==> src/core/hsm_pkg.sv <==
// Purpose: Constants for the hot swap supervisor and power monitor core.
// Assumes: 32-bit Avalon-MM register bus, word aligned byte addresses.
// Notes: Offsets are byte addresses; every register is one word.
package hsm_pkg;

  // ----------------------------------------------------------------
  // Register map
  // ----------------------------------------------------------------
  localparam logic [5:0] HSM_OFS_CTRL = 6'h00;
  localparam logic [5:0] HSM_OFS_STATUS = 6'h04;
  localparam logic [5:0] HSM_OFS_INT_STAT = 6'h08;
  localparam logic [5:0] HSM_OFS_INT_MASK = 6'h0C;
  localparam logic [5:0] HSM_OFS_IOUT = 6'h10;
  localparam logic [5:0] HSM_OFS_VIN = 6'h14;
  localparam logic [5:0] HSM_OFS_LOAD_SIDE_VOLTAGE_PIN = 6'h18;
  localparam logic [5:0] HSM_OFS_PIN = 6'h1C;
  localparam logic [5:0] HSM_OFS_EIN_ACC = 6'h20;
  localparam logic [5:0] HSM_OFS_EIN_CNT = 6'h24;
  localparam logic [5:0] HSM_OFS_PK_IOUT = 6'h28;
  localparam logic [5:0] HSM_OFS_PK_VIN = 6'h2C;
  localparam logic [5:0] HSM_OFS_PK_LOAD_SIDE_VOLTAGE_PIN = 6'h30;

  // ----------------------------------------------------------------
  // Control register fields
  // ----------------------------------------------------------------
  localparam int HSM_CTRL_RUN = 0;
  localparam int HSM_CTRL_VRANGE = 1;
  localparam int HSM_CTRL_VSRC = 2;
  localparam int HSM_CTRL_AVG_LO = 4;
  localparam int HSM_CTRL_ALERT_EN = 8;
  localparam int HSM_CTRL_CLR_PEAK = 9;
  localparam int HSM_CTRL_CLR_EIN = 10;
  localparam logic [31:0] HSM_CTRL_RESET = 32'h0000_0101;

  // ----------------------------------------------------------------
  // Interrupt / status bit positions
  // ----------------------------------------------------------------
  localparam int HSM_EV_LOW_SUPPLY = 0;
  localparam int HSM_EV_HIGH_SUPPLY = 1;
  localparam int HSM_EV_FET_BAD = 2;
  localparam int HSM_EV_GOOD_RISE = 3;
  localparam int HSM_EV_FAULT = 4;
  localparam int HSM_EV_CONV_DONE = 5;
  localparam int HSM_EV_W = 6;

  // ----------------------------------------------------------------
  // Measurement widths
  // ----------------------------------------------------------------
  localparam int HSM_ADC_W = 12;
  localparam int HSM_AVG_MAX = 7;
  localparam int HSM_PWR_W = 25;

  // ----------------------------------------------------------------
  // Controller states (Gray along off, on, fault, rearm)
  // ----------------------------------------------------------------
  typedef enum logic [1:0] {
    HSM_ST_OFF = 2'b00,
    HSM_ST_RUN = 2'b01,
    HSM_ST_FAULT = 2'b11,
    HSM_ST_REARM = 2'b10
  } hsm_state_t;

endpackage

==> src/core/hsm_core.sv <==
// Purpose: Supervisor and power monitor logic of a hot swap controller.
// Assumes: Comparator and ADC results arrive synchronous to clk_i.
// Notes: Registers reached over Avalon-MM with one wait state.
//
// Chosen here: the Avalon-MM register port and the address map.
`timescale 1ns/1ps
`default_nettype none
module hsm_core
  import hsm_pkg::*;
#(
  parameter int ADC_W = HSM_ADC_W
) (
  // Clock and reset
  input wire logic clk_i,
  input wire logic rstn_i,
  // Avalon-MM slave
  input wire logic [5:0] avs_address_i,
  input wire logic avs_read_i,
  input wire logic avs_write_i,
  input wire logic [31:0] avs_writedata_i,
  output logic [31:0] avs_readdata_o,
  output logic avs_waitrequest_o,
  // Digitized comparators and hardware enable
  input wire logic low_supply_input_i,
  input wire logic high_supply_input_i,
  input wire logic enable_i,
  input wire logic flb_above_thr_i,
  input wire logic flb_below_hyst_i,
  input wire logic sense_over_2mv_i,
  input wire logic gate_below_vth_i,
  input wire logic timer_high_i,
  input wire logic timer_low_i,
  // ADC samples
  input wire logic adc_valid_i,
  input wire logic signed [ADC_W-1:0] adc_current_i,
  input wire logic [ADC_W-1:0] adc_voltage_i,
  // Gate and analog steering
  output logic gate_on_o,
  output logic hyst_source_en_o,
  output logic vrange_high_o,
  output logic vsrc_load_side_o,
  // Open-drain pins
  output logic output_good_flag_o,
  output logic output_good_flag_oe_o,
  output logic aux_output_pin_two_o,
  output logic aux_output_pin_two_oe_o,
  // Interrupt
  output logic irq_o
);

  // ----------------------------------------------------------------
  // Declarations
  // ----------------------------------------------------------------
  localparam int SUM_W = ADC_W + HSM_AVG_MAX + 1;
  hsm_state_t state_q;
  logic [31:0] ctrl_q;
  logic [HSM_EV_W-1:0] int_stat_q, int_mask_q, ev_set;
  logic ack_q, wr_fire, rd_cap;
  logic [31:0] rd_mux, ein_cnt_shadow_q;
  logic supply_ok, start_ok, off_seen_q;
  logic fet_bad_q, good_q, hyst_q;
  logic low_prev_q, high_prev_q, fet_prev_q, good_prev_q;
  logic [7:0] avg_cnt_q, avg_last;
  logic [2:0] avg_n;
  logic signed [SUM_W-1:0] cur_sum_q, cur_tot;
  logic [SUM_W-1:0] v_sum_q, v_tot;
  logic avg_done_q;
  logic signed [ADC_W-1:0] iout_q;
  logic [ADC_W-1:0] vin_q, load_side_voltage_pin_q, vnew;
  logic signed [HSM_PWR_W-1:0] pin_q;
  logic pwr_go_q;
  logic [31:0] ein_acc_q;
  logic [7:0] ein_roll_q;
  logic [23:0] ein_cnt_q;
  logic [32:0] ein_sum;
  logic signed [ADC_W-1:0] pk_iout_q;
  logic [ADC_W-1:0] pk_vin_q, pk_load_side_voltage_pin_q;
  logic pk_i_vld_q, pk_vi_vld_q, pk_vo_vld_q;
  logic clr_peak, clr_ein;

  // ----------------------------------------------------------------
  // Bus slave: one wait state, write at the completing edge
  // ----------------------------------------------------------------
  // Request is held until the cycle after it is first seen
  assign avs_waitrequest_o = (avs_read_i | avs_write_i) & ~ack_q;
  assign wr_fire = avs_write_i & ack_q;
  assign rd_cap = avs_read_i & ~ack_q;

  // Acknowledge toggles to end each access
  always_ff @(posedge clk_i or negedge rstn_i) begin
    if (!rstn_i) begin
      ack_q <= 1'b0;
    end else begin
      ack_q <= (avs_read_i | avs_write_i) & ~ack_q;
    end
  end

  // Read data mux, unmapped addresses read zero
  always_comb begin
    rd_mux = 32'h0000_0000;
    unique case (avs_address_i)
      HSM_OFS_CTRL: rd_mux = ctrl_q & 32'h0000_0177;
      HSM_OFS_STATUS: rd_mux = {25'h0, state_q, supply_ok, hyst_q,
                                good_q, fet_bad_q, gate_on_o};
      HSM_OFS_INT_STAT: rd_mux = {26'h0, int_stat_q};
      HSM_OFS_INT_MASK: rd_mux = {26'h0, int_mask_q};
      HSM_OFS_IOUT: rd_mux = {{(32-ADC_W){iout_q[ADC_W-1]}}, iout_q};
      HSM_OFS_VIN: rd_mux = {{(32-ADC_W){1'b0}}, vin_q};
      HSM_OFS_LOAD_SIDE_VOLTAGE_PIN: rd_mux = {{(32-ADC_W){1'b0}}, load_side_voltage_pin_q};
      HSM_OFS_PIN: rd_mux = {{(32-HSM_PWR_W){pin_q[HSM_PWR_W-1]}}, pin_q};
      HSM_OFS_EIN_ACC: rd_mux = ein_acc_q;
      HSM_OFS_EIN_CNT: rd_mux = ein_cnt_shadow_q;
      HSM_OFS_PK_IOUT: rd_mux = {{(32-ADC_W){pk_iout_q[ADC_W-1]}},
                                 pk_iout_q};
      HSM_OFS_PK_VIN: rd_mux = {{(32-ADC_W){1'b0}}, pk_vin_q};
      HSM_OFS_PK_LOAD_SIDE_VOLTAGE_PIN: rd_mux = {{(32-ADC_W){1'b0}}, pk_load_side_voltage_pin_q};
      default: rd_mux = 32'h0000_0000;
    endcase
  end

  // Read data captured in the wait cycle
  always_ff @(posedge clk_i or negedge rstn_i) begin
    if (!rstn_i) begin
      avs_readdata_o <= 32'h0000_0000;
    end else if (rd_cap) begin
      avs_readdata_o <= rd_mux;
    end
  end

  // Count and rollover frozen together with the accumulator read
  always_ff @(posedge clk_i or negedge rstn_i) begin
    if (!rstn_i) begin
      ein_cnt_shadow_q <= 32'h0000_0000;
    end else if (rd_cap && avs_address_i == HSM_OFS_EIN_ACC) begin
      ein_cnt_shadow_q <= {ein_roll_q, ein_cnt_q};
    end
  end

  // ----------------------------------------------------------------
  // Control, interrupt status and mask registers
  // ----------------------------------------------------------------
  assign clr_peak = wr_fire && avs_address_i == HSM_OFS_CTRL &&
                    avs_writedata_i[HSM_CTRL_CLR_PEAK];
  assign clr_ein = wr_fire && avs_address_i == HSM_OFS_CTRL &&
                   avs_writedata_i[HSM_CTRL_CLR_EIN];
  assign avg_n = ctrl_q[HSM_CTRL_AVG_LO +: 3];
  assign vrange_high_o = ctrl_q[HSM_CTRL_VRANGE];
  assign vsrc_load_side_o = ctrl_q[HSM_CTRL_VSRC];

  // Control word, clear bits are pulses and not stored
  always_ff @(posedge clk_i or negedge rstn_i) begin
    if (!rstn_i) begin
      ctrl_q <= HSM_CTRL_RESET;
    end else if (wr_fire && avs_address_i == HSM_OFS_CTRL) begin
      ctrl_q <= avs_writedata_i & 32'h0000_0177;
    end
  end

  // Mask register
  always_ff @(posedge clk_i or negedge rstn_i) begin
    if (!rstn_i) begin
      int_mask_q <= '0;
    end else if (wr_fire && avs_address_i == HSM_OFS_INT_MASK) begin
      int_mask_q <= avs_writedata_i[HSM_EV_W-1:0];
    end
  end

  // Sticky events, a new event wins over a write-one clear
  always_ff @(posedge clk_i or negedge rstn_i) begin
    if (!rstn_i) begin
      int_stat_q <= '0;
    end else if (wr_fire && avs_address_i == HSM_OFS_INT_STAT) begin
      int_stat_q <= (int_stat_q & ~avs_writedata_i[HSM_EV_W-1:0]) | ev_set;
    end else begin
      int_stat_q <= int_stat_q | ev_set;
    end
  end

  // Level interrupt
  assign irq_o = |(int_stat_q & int_mask_q);

  // ----------------------------------------------------------------
  // Event edge detection
  // ----------------------------------------------------------------
  always_ff @(posedge clk_i or negedge rstn_i) begin
    if (!rstn_i) begin
      low_prev_q <= 1'b0;
      high_prev_q <= 1'b0;
      fet_prev_q <= 1'b0;
      good_prev_q <= 1'b0;
    end else begin
      low_prev_q <= low_supply_input_i;
      high_prev_q <= high_supply_input_i;
      fet_prev_q <= fet_bad_q;
      good_prev_q <= good_q;
    end
  end

  always_comb begin
    ev_set = '0;
    ev_set[HSM_EV_LOW_SUPPLY] = low_prev_q & ~low_supply_input_i;
    ev_set[HSM_EV_HIGH_SUPPLY] = ~high_prev_q & high_supply_input_i;
    ev_set[HSM_EV_FET_BAD] = fet_bad_q & ~fet_prev_q;
    ev_set[HSM_EV_GOOD_RISE] = good_q & ~good_prev_q;
    ev_set[HSM_EV_FAULT] = (state_q == HSM_ST_RUN) & timer_high_i;
    ev_set[HSM_EV_CONV_DONE] = avg_done_q;
  end

  // ----------------------------------------------------------------
  // Hot swap controller
  // ----------------------------------------------------------------
  // Low input high means above 1 V; high input high means above 1 V
  assign supply_ok = low_supply_input_i & ~high_supply_input_i;
  assign start_ok = supply_ok & enable_i & ctrl_q[HSM_CTRL_RUN];

  // Records an off phase of the low input or the on bit
  always_ff @(posedge clk_i or negedge rstn_i) begin
    if (!rstn_i) begin
      off_seen_q <= 1'b0;
    end else if (state_q == HSM_ST_FAULT) begin
      off_seen_q <= 1'b0;
    end else if (!low_supply_input_i || !ctrl_q[HSM_CTRL_RUN]) begin
      off_seen_q <= 1'b1;
    end
  end

  // Controller state; gate drive only in the on state
  always_ff @(posedge clk_i or negedge rstn_i) begin
    if (!rstn_i) begin
      state_q <= HSM_ST_OFF;
    end else begin
      unique case (state_q)
        HSM_ST_OFF: begin
          if (start_ok) begin
            state_q <= HSM_ST_RUN;
          end
        end
        HSM_ST_RUN: begin
          if (timer_high_i) begin
            state_q <= HSM_ST_FAULT;
          end else if (!start_ok) begin
            state_q <= HSM_ST_OFF;
          end
        end
        HSM_ST_FAULT: begin
          if (timer_low_i) begin
            state_q <= HSM_ST_REARM;
          end
        end
        HSM_ST_REARM: begin
          if (off_seen_q && low_supply_input_i && ctrl_q[HSM_CTRL_RUN]) begin
            state_q <= HSM_ST_OFF;
          end
        end
      endcase
    end
  end

  assign gate_on_o = (state_q == HSM_ST_RUN) & start_ok;

  // ----------------------------------------------------------------
  // Output good, hysteresis source, FET health and alert
  // ----------------------------------------------------------------
  always_ff @(posedge clk_i or negedge rstn_i) begin
    if (!rstn_i) begin
      good_q <= 1'b0;
      hyst_q <= 1'b0;
      fet_bad_q <= 1'b0;
    end else begin
      good_q <= flb_above_thr_i;
      if (flb_above_thr_i) begin
        hyst_q <= 1'b1;
      end else if (flb_below_hyst_i) begin
        hyst_q <= 1'b0;
      end
      fet_bad_q <= ~gate_on_o & sense_over_2mv_i & gate_below_vth_i;
    end
  end

  // Open-drain pins drive low only
  assign output_good_flag_o = 1'b0;
  assign output_good_flag_oe_o = ~good_q;
  assign hyst_source_en_o = hyst_q;
  assign aux_output_pin_two_o = 1'b0;
  assign aux_output_pin_two_oe_o = ctrl_q[HSM_CTRL_ALERT_EN] & fet_bad_q;

  // ----------------------------------------------------------------
  // Averaging
  // ----------------------------------------------------------------
  // Last sample index of the block and the running totals
  assign avg_last = 8'((9'h001 << avg_n) - 9'h001);
  assign cur_tot = cur_sum_q + SUM_W'(adc_current_i);
  assign v_tot = v_sum_q + SUM_W'(adc_voltage_i);

  // Sums and sample count; result is total shifted by N
  always_ff @(posedge clk_i or negedge rstn_i) begin
    if (!rstn_i) begin
      avg_cnt_q <= 8'h00;
      cur_sum_q <= '0;
      v_sum_q <= '0;
      avg_done_q <= 1'b0;
      iout_q <= '0;
      vnew <= '0;
    end else begin
      avg_done_q <= 1'b0;
      if (adc_valid_i) begin
        if (avg_cnt_q >= avg_last) begin
          avg_cnt_q <= 8'h00;
          cur_sum_q <= '0;
          v_sum_q <= '0;
          avg_done_q <= 1'b1;
          iout_q <= ADC_W'(cur_tot >>> avg_n);
          vnew <= ADC_W'(v_tot >> avg_n);
        end else begin
          avg_cnt_q <= avg_cnt_q + 8'h01;
          cur_sum_q <= cur_tot;
          v_sum_q <= v_tot;
        end
      end
    end
  end

  // Averaged voltage goes to the selected source register
  always_ff @(posedge clk_i or negedge rstn_i) begin
    if (!rstn_i) begin
      vin_q <= '0;
      load_side_voltage_pin_q <= '0;
      pwr_go_q <= 1'b0;
    end else begin
      pwr_go_q <= avg_done_q & ~vsrc_load_side_o;
      if (avg_done_q) begin
        if (vsrc_load_side_o) begin
          load_side_voltage_pin_q <= vnew;
        end else begin
          vin_q <= vnew;
        end
      end
    end
  end

  // ----------------------------------------------------------------
  // Power and energy
  // ----------------------------------------------------------------
  // Negative power is not accumulated
  assign ein_sum = {1'b0, ein_acc_q} +
                   (pin_q[HSM_PWR_W-1] ? 33'h0 : 33'(pin_q));

  always_ff @(posedge clk_i or negedge rstn_i) begin
    if (!rstn_i) begin
      pin_q <= '0;
    end else if (pwr_go_q) begin
      pin_q <= HSM_PWR_W'($signed({1'b0, vin_q}) * iout_q);
    end
  end

  // Accumulator, rollover count and sample count move together
  always_ff @(posedge clk_i or negedge rstn_i) begin
    if (!rstn_i) begin
      ein_acc_q <= 32'h0000_0000;
      ein_roll_q <= 8'h00;
      ein_cnt_q <= 24'h00_0000;
    end else if (clr_ein) begin
      ein_acc_q <= 32'h0000_0000;
      ein_roll_q <= 8'h00;
      ein_cnt_q <= 24'h00_0000;
    end else if (avg_done_q && !vsrc_load_side_o) begin
      // Uses the power of the previous block, one per measurement
      ein_acc_q <= ein_sum[31:0];
      ein_roll_q <= ein_roll_q + {7'h00, ein_sum[32]};
      ein_cnt_q <= ein_cnt_q + 24'h00_0001;
    end
  end

  // ----------------------------------------------------------------
  // Peak hold
  // ----------------------------------------------------------------
  always_ff @(posedge clk_i or negedge rstn_i) begin
    if (!rstn_i) begin
      pk_iout_q <= '0;
      pk_vin_q <= '0;
      pk_load_side_voltage_pin_q <= '0;
      pk_i_vld_q <= 1'b0;
      pk_vi_vld_q <= 1'b0;
      pk_vo_vld_q <= 1'b0;
    end else if (clr_peak) begin
      pk_i_vld_q <= 1'b0;
      pk_vi_vld_q <= 1'b0;
      pk_vo_vld_q <= 1'b0;
    end else if (pwr_go_q || (avg_done_q && vsrc_load_side_o)) begin
      // Compare the freshly stored averages: with avg_done_q on the load side, one cycle later (pwr_go_q) on the input side
      if (!pk_i_vld_q || iout_q > pk_iout_q) begin
        pk_iout_q <= iout_q;
      end
      pk_i_vld_q <= 1'b1;
      if (pwr_go_q && (!pk_vi_vld_q || vin_q > pk_vin_q)) begin
        pk_vin_q <= vin_q;
      end
      if (pwr_go_q) begin
        pk_vi_vld_q <= 1'b1;
      end
      if (!pwr_go_q && (!pk_vo_vld_q || vnew > pk_load_side_voltage_pin_q)) begin
        pk_load_side_voltage_pin_q <= vnew;
      end
      if (!pwr_go_q) begin
        pk_vo_vld_q <= 1'b1;
      end
    end
  end
endmodule
`default_nettype wire

==> config.mk <==
export PLATFORM = sky130hd
export DESIGN_NAME = hsm_core
export DESIGN_NICKNAME = d
export VERILOG_FILES = /design/src/core/hsm_pkg.sv /design/src/core/hsm_core.sv
export SDC_FILE = /design/constraint.sdc
export NUM_CORES = 1
export LEC_CHECK = 0
export BUFFER_PORTS_ARGS = -buffer_cell sky130_fd_sc_hd__clkbuf_2
export CORE_ASPECT_RATIO = 0.7
export CORE_MARGIN = 2
export CORE_UTILIZATION = 68
export CTS_BUF_LIST = sky130_fd_sc_hd__clkbuf_4 sky130_fd_sc_hd__clkbuf_8 sky130_fd_sc_hd__clkbuf_16
export CTS_CLUSTER_SIZE = 10
export DETAILED_ROUTE_END_ITERATION = 6
export PLACE_DENSITY = 0.87
export SLEW_MARGIN = 30
export SYNTH_ARGS = -nofsm -noshare
export SYNTH_HDL_FRONTEND = slang
export SYNTH_SLANG_ARGS = --single-unit
==> constraint.sdc <==
create_clock -name clk_i -period 13.6 [get_ports clk_i]
set_clock_uncertainty 0.2 [all_clocks]
set_input_delay 2.04 -clock clk_i [delete_from_list [all_inputs] [get_ports clk_i]]
set_output_delay 2.04 -clock clk_i [all_outputs]
set_load 0.02 [all_outputs]
# Word level (Yosys, flattened, before mapping)
# Index checks and enable logic that the tools add are counted.
# op_classes
addsub	7
mul	1
div_mod_pow	0
order_cmp	4
eq_ne	20
shift	3
mux	32
n_bitwise	32
reduce_logical	41
# ops
op	n
32-bit one-hot mux with 13 select lines	1
24-bit 2-to-1 mux	3
32-bit 2-to-1 mux	2
20-bit by 12-bit adder with 20-bit output	2
20-bit 2-to-1 mux	2
12-bit greater-than comparator	3
32-bit by 24-bit adder with 33-bit output	1
6-bit equality test (second input constant)	5
13-bit by 12-bit multiplier with 25-bit output	1
24-bit by 1-bit adder with 24-bit output (second input constant)	1
6-bit by 5-bit equality test with 1-bit output (second input constant)	4
8-bit 2-to-1 mux	3
20-bit by 3-bit >> shifter with 12-bit output	1
20-bit by 3-bit >>> shifter with 12-bit output	1
1-bit bitwise AND	16
1-bit 2-to-1 mux	14
6-bit bitwise AND	2
6-bit by 4-bit equality test with 1-bit output (second input constant)	2
1-bit logical AND	12
6-bit bitwise OR	2
2-bit 2-to-1 mux	5
1-bit inverter	10
2-bit AND reduction	5
2-bit nonzero test	5
other kinds (22)	37
# word_totals
register_bits	320
latchBits	0
mem_bits_rw	0
mem_bits_ro	0
input_bits	76
out_inout_bits	42
word_cells	174
n_memories	0

# Depth between registers and ports, before layout
# Gate-level depths: netlist of the first run.
# depth
depth_word	8
mapped_depth	22
ltp_nobuf	21

# Worst setup path before layout of the first run
# No wires, ideal clock.
# synth_timing
kind	reg2reg
startpoint	register iout_q[5]
endpoint	register pin_q[23]
arrival_ns	5.464
required_ns	13.275
slack_ns	7.811
path_stages_with_launch	19
n_path_buf	1
cell_sequence	dfrtp_1 > clkbuf_1 > nand2_1 > fa_1 > fa_1 > fa_1 > inv_1 > fa_1 > inv_1 > fa_1 > inv_1 > ha_1 > and2_1 > a311o_1 > o41a_1 > a2111oi_2 > o31a_1 > xnor2_1 > mux2_2
# synth_between
elab_chain_cells	1
# synth_lines
item	line	source
start, declared	hsm_core.sv:68	logic signed [ADC_W-1:0] iout_q;
start signal, assigned	hsm_core.sv:312	iout_q <= ADC_W'(cur_tot >>> avg_n);
13-bit by 12-bit multiplier with 25-bit output	hsm_core.sv:352	pin_q <= HSM_PWR_W'($signed({1'b0, vin_q}) * iout_q);
end signal, assigned	hsm_core.sv:352	
end, declared	hsm_core.sv:70	logic signed [HSM_PWR_W-1:0] pin_q;
# No other way between the ends.
# A chain may end at the register's enable or synchronous reset.

# Final worst setup path of the first run
# layout_timing
startpoint	register iout_q[11]
endpoint	register pin_q[23]
# Same word-level chain as after synthesis.

==> flow_summary.toml, run 1 <==
[sta]
drv_slew = 0
min_period_ns = 6.751
tightestPinTransition_ns = 0.9361
fin_tns_setup_ns = 0
finalSetupViolations = 0
hold_viol_final = 0
post-route-period-util_pct = 49.64
timing.fmax_mhz = 148.1
maxSlewHeadroom_pct = 37.36
rsz0062_at_grt = "no"

[clock_tree]
cts_buffers = 38
post-cts-setup-buffers = 0
root_buffer = "clkbuf_16"
cts_hold_buf = 0
cts_tree = "yes"
cts_resized = 0
clockBufferDepth = 3
clkTransAtPathRegs_ns = 0.06
cts_max_level = 2
cts_sinks = 318
clock_latency_ns = 0.55

[detailed_routing]
drc_errors = 8
ant_nets = 0
drt_iter0_markers = 2340
vias = 19900
first_pass_iters = 7
vias_per_cell = 6.614
wl_per_cell_um = 21.26
drt-total-wl_um = 63980

[yosys]
synth_area_um2 = 23470
syn-instance-count = 2487
synth-main-ff-cell = "dfrtp_1"
yosys_warnings = 0
ys_seq_area_share_pct = 33.91
ys_seq_elements = 318
synthArstFlopShare_pct = 100.0
synth_edf_count = 0
synth.distinct_cells = 85
syn_area_per_cell_um2 = 9.438

[status]
violations = "design-rule violations"
outcome = "finished with violations"

[floorplanning]
core_area_um2 = 33770
rows = 56
initial_core_util_pct = 69.50
die_x_um = 226.1
die_height_um = 159.4
die_area_um2 = 36040
io_pins = 118

[grt]
grt_pass1_wl_um = 104900
gr-total-overflow = 0
grtUsageTotal_pct = 36.38
grt_pass1_vias = 20450
grt_max_degree = 120
grt_antenna_before_repair = 0

[worst_setup_path]
path_max_fanout = 10
r2r_cells = 19
worstPathRequired_ns = 13.82
path_class = "reg2reg"
timing.rr.end = "pin_q[23]$_DFFE_PN0P_"
arrival_ns = 6.97
critPathLaunch = "iout_q[11]$_DFFE_PN0P_"
cp-end-kind = "register"
startpoint_type = "register"
r2r_setup_slack_ns = 6.85
worstReg2RegStart = "iout_q[11]$_DFFE_PN0P_"

[layout]
drive_gt1_share_pct = 13.40
area_delta_synth_final_pct = 8.363
num_antenna_cells = 0
fillers = 2253
final_common_cell = "dfrtp_1"
layout_common_cells = "dfrtp_1 (316), nand2_1 (315), inv_1 (228), ha_1 (178), nor2_1 (153)"
nNetsFinal = 2884

[hold_path]
min_from = "fet_prev_q$_DFF_PN0_"
hold_path_depth = 1
hp-class = "reg2reg"
min_to = "int_stat_q[2]$_DFF_PN0_"

[run]
cap_violations = 0

[placement]
hpwl_um = 45670
numPortBuffers = 93
gp_congestion = 0.9371
[metrics by stage]
| step | instances | hold slack [ns] | area, um2 | setup WS (ns) | utilization [%] |
|---|---|---|---|---|---|
| 5_1_grt | 3009 | 0.2400 | 25440 | 6.557 | 75.31 |
| 3_5_place_dp | 2949 | 0.2223 | 24250 | 6.899 | 71.80 |
| 6_report | 3009 | 0.2304 | 25440 | 6.849 | 75.31 |
| 2_1_floorplan | 2488 | 0.1744 | 23480 | 7.811 | - |
| 3_3_place_gp | 2949 | 0.2061 | 24240 | 7.092 | 71.79 |
| 4_1_cts | 3008 | 0.2340 | 25390 | 6.849 | 75.19 |
[sequential cells by signal (all words and copies together) (netlist names), 2 cells and up]
signal and count:
avg_cnt_q 8, avs_readdata_o 32, ctrl_q 7, cur_sum_q 19
ein_acc_q 32, ein_cnt_q 24, ein_cnt_shadow_q 32, ein_roll_q 8
int_mask_q 6, int_stat_q 6, iout_q 12, load_side_voltage_pin_q 12
pin_q 25, pk_iout_q 12, pk_load_side_voltage_pin_q 12, pk_vin_q 12
state_q 2, v_sum_q 19, vin_q 12, vnew 12
[worst max path at each step]
stage,slack [ns],endpoint
after floorplan,7.81,pin_q[23]$_DFFE_PN0P_
after global placement,7.09,pin_q[23]$_DFFE_PN0P_
after detailed placement,6.90,pin_q[23]$_DFFE_PN0P_
after CTS,6.85,pin_q[23]$_DFFE_PN0P_
after global routing,6.56,pin_q[23]$_DFFE_PN0P_
final,6.85,pin_q[23]$_DFFE_PN0P_
[cell type report]
class | instances | area [um2] | area share [%]
multi-input cells | 1819 | 14190 | 55.80
flip-flops and latches | 318 | 7960 | 31.30
clock buffers | 54 | 1071 | 4.211
inverters | 232 | 870.8 | 3.424
repair buffers | 117 | 683.2 | 2.686
well taps | 464 | 580.6 | 2.282
clock inverters | 5 | 76.32 | 0.3001
[critical path, stage by stage (launching register included)]
cell	delay, ns
dfrtp_1	0.72
clkinv_1	0.59
nor2_1	0.31
fa_1	0.46
fa_1	0.53
fa_1	0.54
fa_1	0.56
inv_1	0.06
fa_1	0.55
inv_1	0.05
ha_1	0.36
o21a_1	0.14
o21a_1	0.17
o21ai_0	0.15
nand2b_1	0.07
o41a_1	0.18
a2111oi_2	0.41
o31a_1	0.23
xnor2_1	0.08
mux2_2	0.27
[cells by family after synthesis]
| group | Yosys count | share of synthesized area [%] |
|---|---|---|
| AO/OA/AOI/OAI | 524 | 15.31 |
| other | 2 | 0.03199 |
| flip-flops | 318 | 33.91 |
| adder cells (fa/ha/maj) | 282 | 18.36 |
| XOR/XNOR | 100 | 3.731 |
| AND/OR/NAND/NOR | 754 | 14.98 |
| multiplexers | 156 | 7.937 |
| buffers and inverters | 351 | 5.736 |
[synth_stat cells (12+ instances only)]
master	instances	share of area [%]
fa_1	104	8.9
a21o_1	42	1.3
dfrtp_1	316	34
xnor2_1	55	2.1
nand4_1	18	0.48
mux2_2	121	5.8
a31oi_1	32	0.85
mux2i_1	23	0.98
o21a_1	16	0.51
a211oi_1	19	0.61
nor3_1	18	0.38
clkbuf_1	95	1.5
ha_1	178	9.5
and2_1	54	1.4
xor2_1	45	1.7
mux4_2	12	1.2
nor2_1	156	2.5
a21oi_1	107	2.3
a22oi_1	47	1.5
buf_1	19	0.30
nand2_1	315	5.0
and3_1	32	0.85
a221oi_1	28	1.0
o2bb2ai_1	25	0.93
nor2b_1	34	0.91
inv_1	228	3.6
nand3_1	50	1.1
nand2b_1	25	0.67
o21ai_0	98	2.1
[layer usage]
metal | global-route usage [%] | vias to the layer above | part of all wire (%)
met1 | 51.28 | 9685 | 41
li1 | - | 8712 | -
met3 | 8.341 | 233 | 11
met2 | 55.73 | 1272 | 44
met5 | 0 | - | 0
met4 | 12.62 | 0 | 3.5
Power of run 1 is left out: the tool's default activity adds up to more than one toggle a clock period on the data nets, which glitch-free logic cannot reach.
==> inputs of run 2 (changes only) <==
CORE_UTILIZATION = 57   (was 68)
PLACE_DENSITY = 0.78   (was 0.87)
clock period = 5.7 ns   (was 13.6 ns; I/O delays follow)
==> run 2 against run 1 <==
  * The run ends with negative setup slack left
  * Clock-buffer cell count rose by 2
  * Worst setup slack got worse by 6.9 ns
  * Final area rose by 4.8%
  * Global-route usage shrank 6.0 points
  * Core utilization is 10 points lower
  * Flip-flop and latch count is the same
  * Wire length grew 2.3%
  * Critical path depth increased by 2
  * Critical endpoint unchanged
  * Highest routed layer unchanged
==> flow_summary.toml, run 2 (synthesized netlist as in run 1, its figures left out) <==
[status]
outcome = "finished with violations"
violations = "negative setup slack"

[sta]
drv_slew = 0
maxSlewHeadroom_pct = 39.48
rsz0062_at_grt = "yes"
post-route-period-util_pct = 100.5
min_period_ns = 5.730
tightestPinTransition_ns = 0.9045
timing.fmax_mhz = 174.5
worst_slack_ns = -0.03034
hold_viol_final = 0
finalSetupViolations = 2

[detailed_routing]
drt_iter0_markers = 2008
wl_met1_um = 28760
drt-total-wl_um = 65450
first_pass_iters = 7
wl_met3_um = 5934
wl_met2_um = 28980
ant_nets = 0
vias_per_cell = 6.209
vias = 19790
top_layer = "met4"
drc_errors = 0
wl_per_cell_um = 20.53

[worst_setup_path]
r2r_setup_slack_ns = -0.03
critPathLaunch = "vin_q[7]$_DFFE_PN0P_"
startpoint_type = "register"
timing.rr.end = "pin_q[23]$_DFFE_PN0P_"
r2r_cells = 21
crit_end = "pin_q[23]$_DFFE_PN0P_"
worstPathRequired_ns = 5.92
arrival_ns = 5.95
path_max_fanout = 6
worstReg2RegStart = "vin_q[7]$_DFFE_PN0P_"
cp-end-kind = "register"
path_class = "reg2reg"

[hold_path]
hold_path_depth = 1
hp-class = "reg2reg"

[placement]
pre_cts_ws_ns = -0.1151
gp_congestion = 0.9266
numPortBuffers = 93
hpwl_um = 47610

[clock_tree]
cts_sinks = 318
root_buffer = "clkbuf_16"
clock_latency_ns = 0.55
cts_max_level = 2
clkTransAtPathRegs_ns = 0.05
cts_buffers = 38
cts_tree = "yes"
clockBufferDepth = 3

[floorplanning]
die_x_um = 246.5
io_pins = 118
die_height_um = 173.8
core_area_um2 = 40800
initial_core_util_pct = 57.52
rows = 62
die_area_um2 = 42840

[grt]
grt_pass1_wl_um = 104300
grtUsageTotal_pct = 30.43
grt_pass1_vias = 19770
grt_max_degree = 116
grt_antenna_before_repair = 0
gr-total-overflow = 0

[layout]
nNetsFinal = 2983
drive_gt1_share_pct = 18.91
reg_top3 = "avs_readdata_o x32, ein_acc_q x32, ein_cnt_shadow_q x32"
layout_common_cells = "nand2_1 (310), dfrtp_1 (299), inv_1 (220), ha_1 (167), nor2_1 (152)"
num_antenna_cells = 0
area_delta_synth_final_pct = 13.54
final_util_pct = 65.32
final_common_cell = "nand2_1"

[run]
cap_violations = 0
run 2: cell types whose count changed in the layout (fill, tap and decap cells not counted), moves of 4 or more:
cell / before / now
buf_4: 21 / 99
buf_6: 2 / 19
dfrtp_1: 316 / 299
dfrtp_2: 0 / 17
ha_1: 178 / 167
and2_1: 54 / 46
and2_4: 0 / 8
ha_4: 0 / 8
inv_1: 228 / 220
inv_2: 1 / 9
nand2_1: 315 / 310
nand2_2: 0 / 4
run 2: final cells by class:
| cell class | instances | area [um2] |
|---|---|---|
| Multi-Input combinational cell | 1819 | 14440 |
| Fill cell | 3121 | 14150 |
| Sequential cell | 318 | 7981 |
| Timing Repair Buffer | 216 | 1525 |
| Clock buffer | 56 | 1122 |
| Inverter | 232 | 870.8 |
| Tap cell | 544 | 680.7 |
| Clock inverter | 3 | 36.28 |
run 2: worst min path at each step:
stage | start | endpoint | slack [ns]
2_1_floorplan | good_q$_DFF_PN0_ | good_prev_q$_DFF_PN0_ | 0.17
4_1_cts | rstn_i | v_sum_q[6]$_DFFE_PN0P_ | 0.21
5_1_grt | high_supply_input_i | high_prev_q$_DFF_PN0_ | 0.23
3_5_place_dp | fet_prev_q$_DFF_PN0_ | int_stat_q[2]$_DFF_PN0_ | 0.21
6_report | fet_prev_q$_DFF_PN0_ | int_stat_q[2]$_DFF_PN0_ | 0.22
3_3_place_gp | good_q$_DFF_PN0_ | good_prev_q$_DFF_PN0_ | 0.20
run 2: layer usage:
metal | GRT usage, % | vias to the layer above
li1 | - | 8902
met1 | 45.20 | 9817
met2 | 45.44 | 915
met3 | 5.898 | 159
met4 | 8.559 | 0
met5 | 0 | -
run 2: metrics by stage:
step	setup TNS, ns	instance area [um2]	hold WS [ns]	instances
floorplan	0	23490	0.1744	2488
global placement	-0.2358	24890	0.2037	3100
detailed placement	-0.4852	24890	0.2129	3100
CTS	0	26220	0.2111	3168
global route	-0.9026	26650	0.2314	3188
finish	-0.04576	26650	0.2241	3188
run 2: worst max-delay path: stages, from the launching register on:
cell and delay (ns):
dfrtp_2 0.48, buf_6 0.13, nand2_1 0.07, fa_1 0.51, inv_1 0.05, ha_1 0.29, inv_1 0.06, fa_1 0.51
inv_1 0.06, fa_1 0.47, inv_1 0.05, fa_1 0.54, inv_1 0.07, ha_4 0.21, o21ai_1 0.07, nand2b_1 0.10
a311o_1 0.41, o41a_1 0.43, a2111oi_4 0.39, o31a_1 0.17, xnor2_1 0.07, mux2_2 0.26
run 2: repair_timing:
action | 4_1_cts | 5_1_grt
endpoints found under the hold margin | 0 | 28
buffers inserted | 9 | 19
pin swaps | 23 | 64
gates cloned | 0 | 0
resized for setup | 31 | 62
endpoints found under the setup margin | 6 | 7
hold buffers | 0 | 1
Power of run 2 is left out for the same reason.
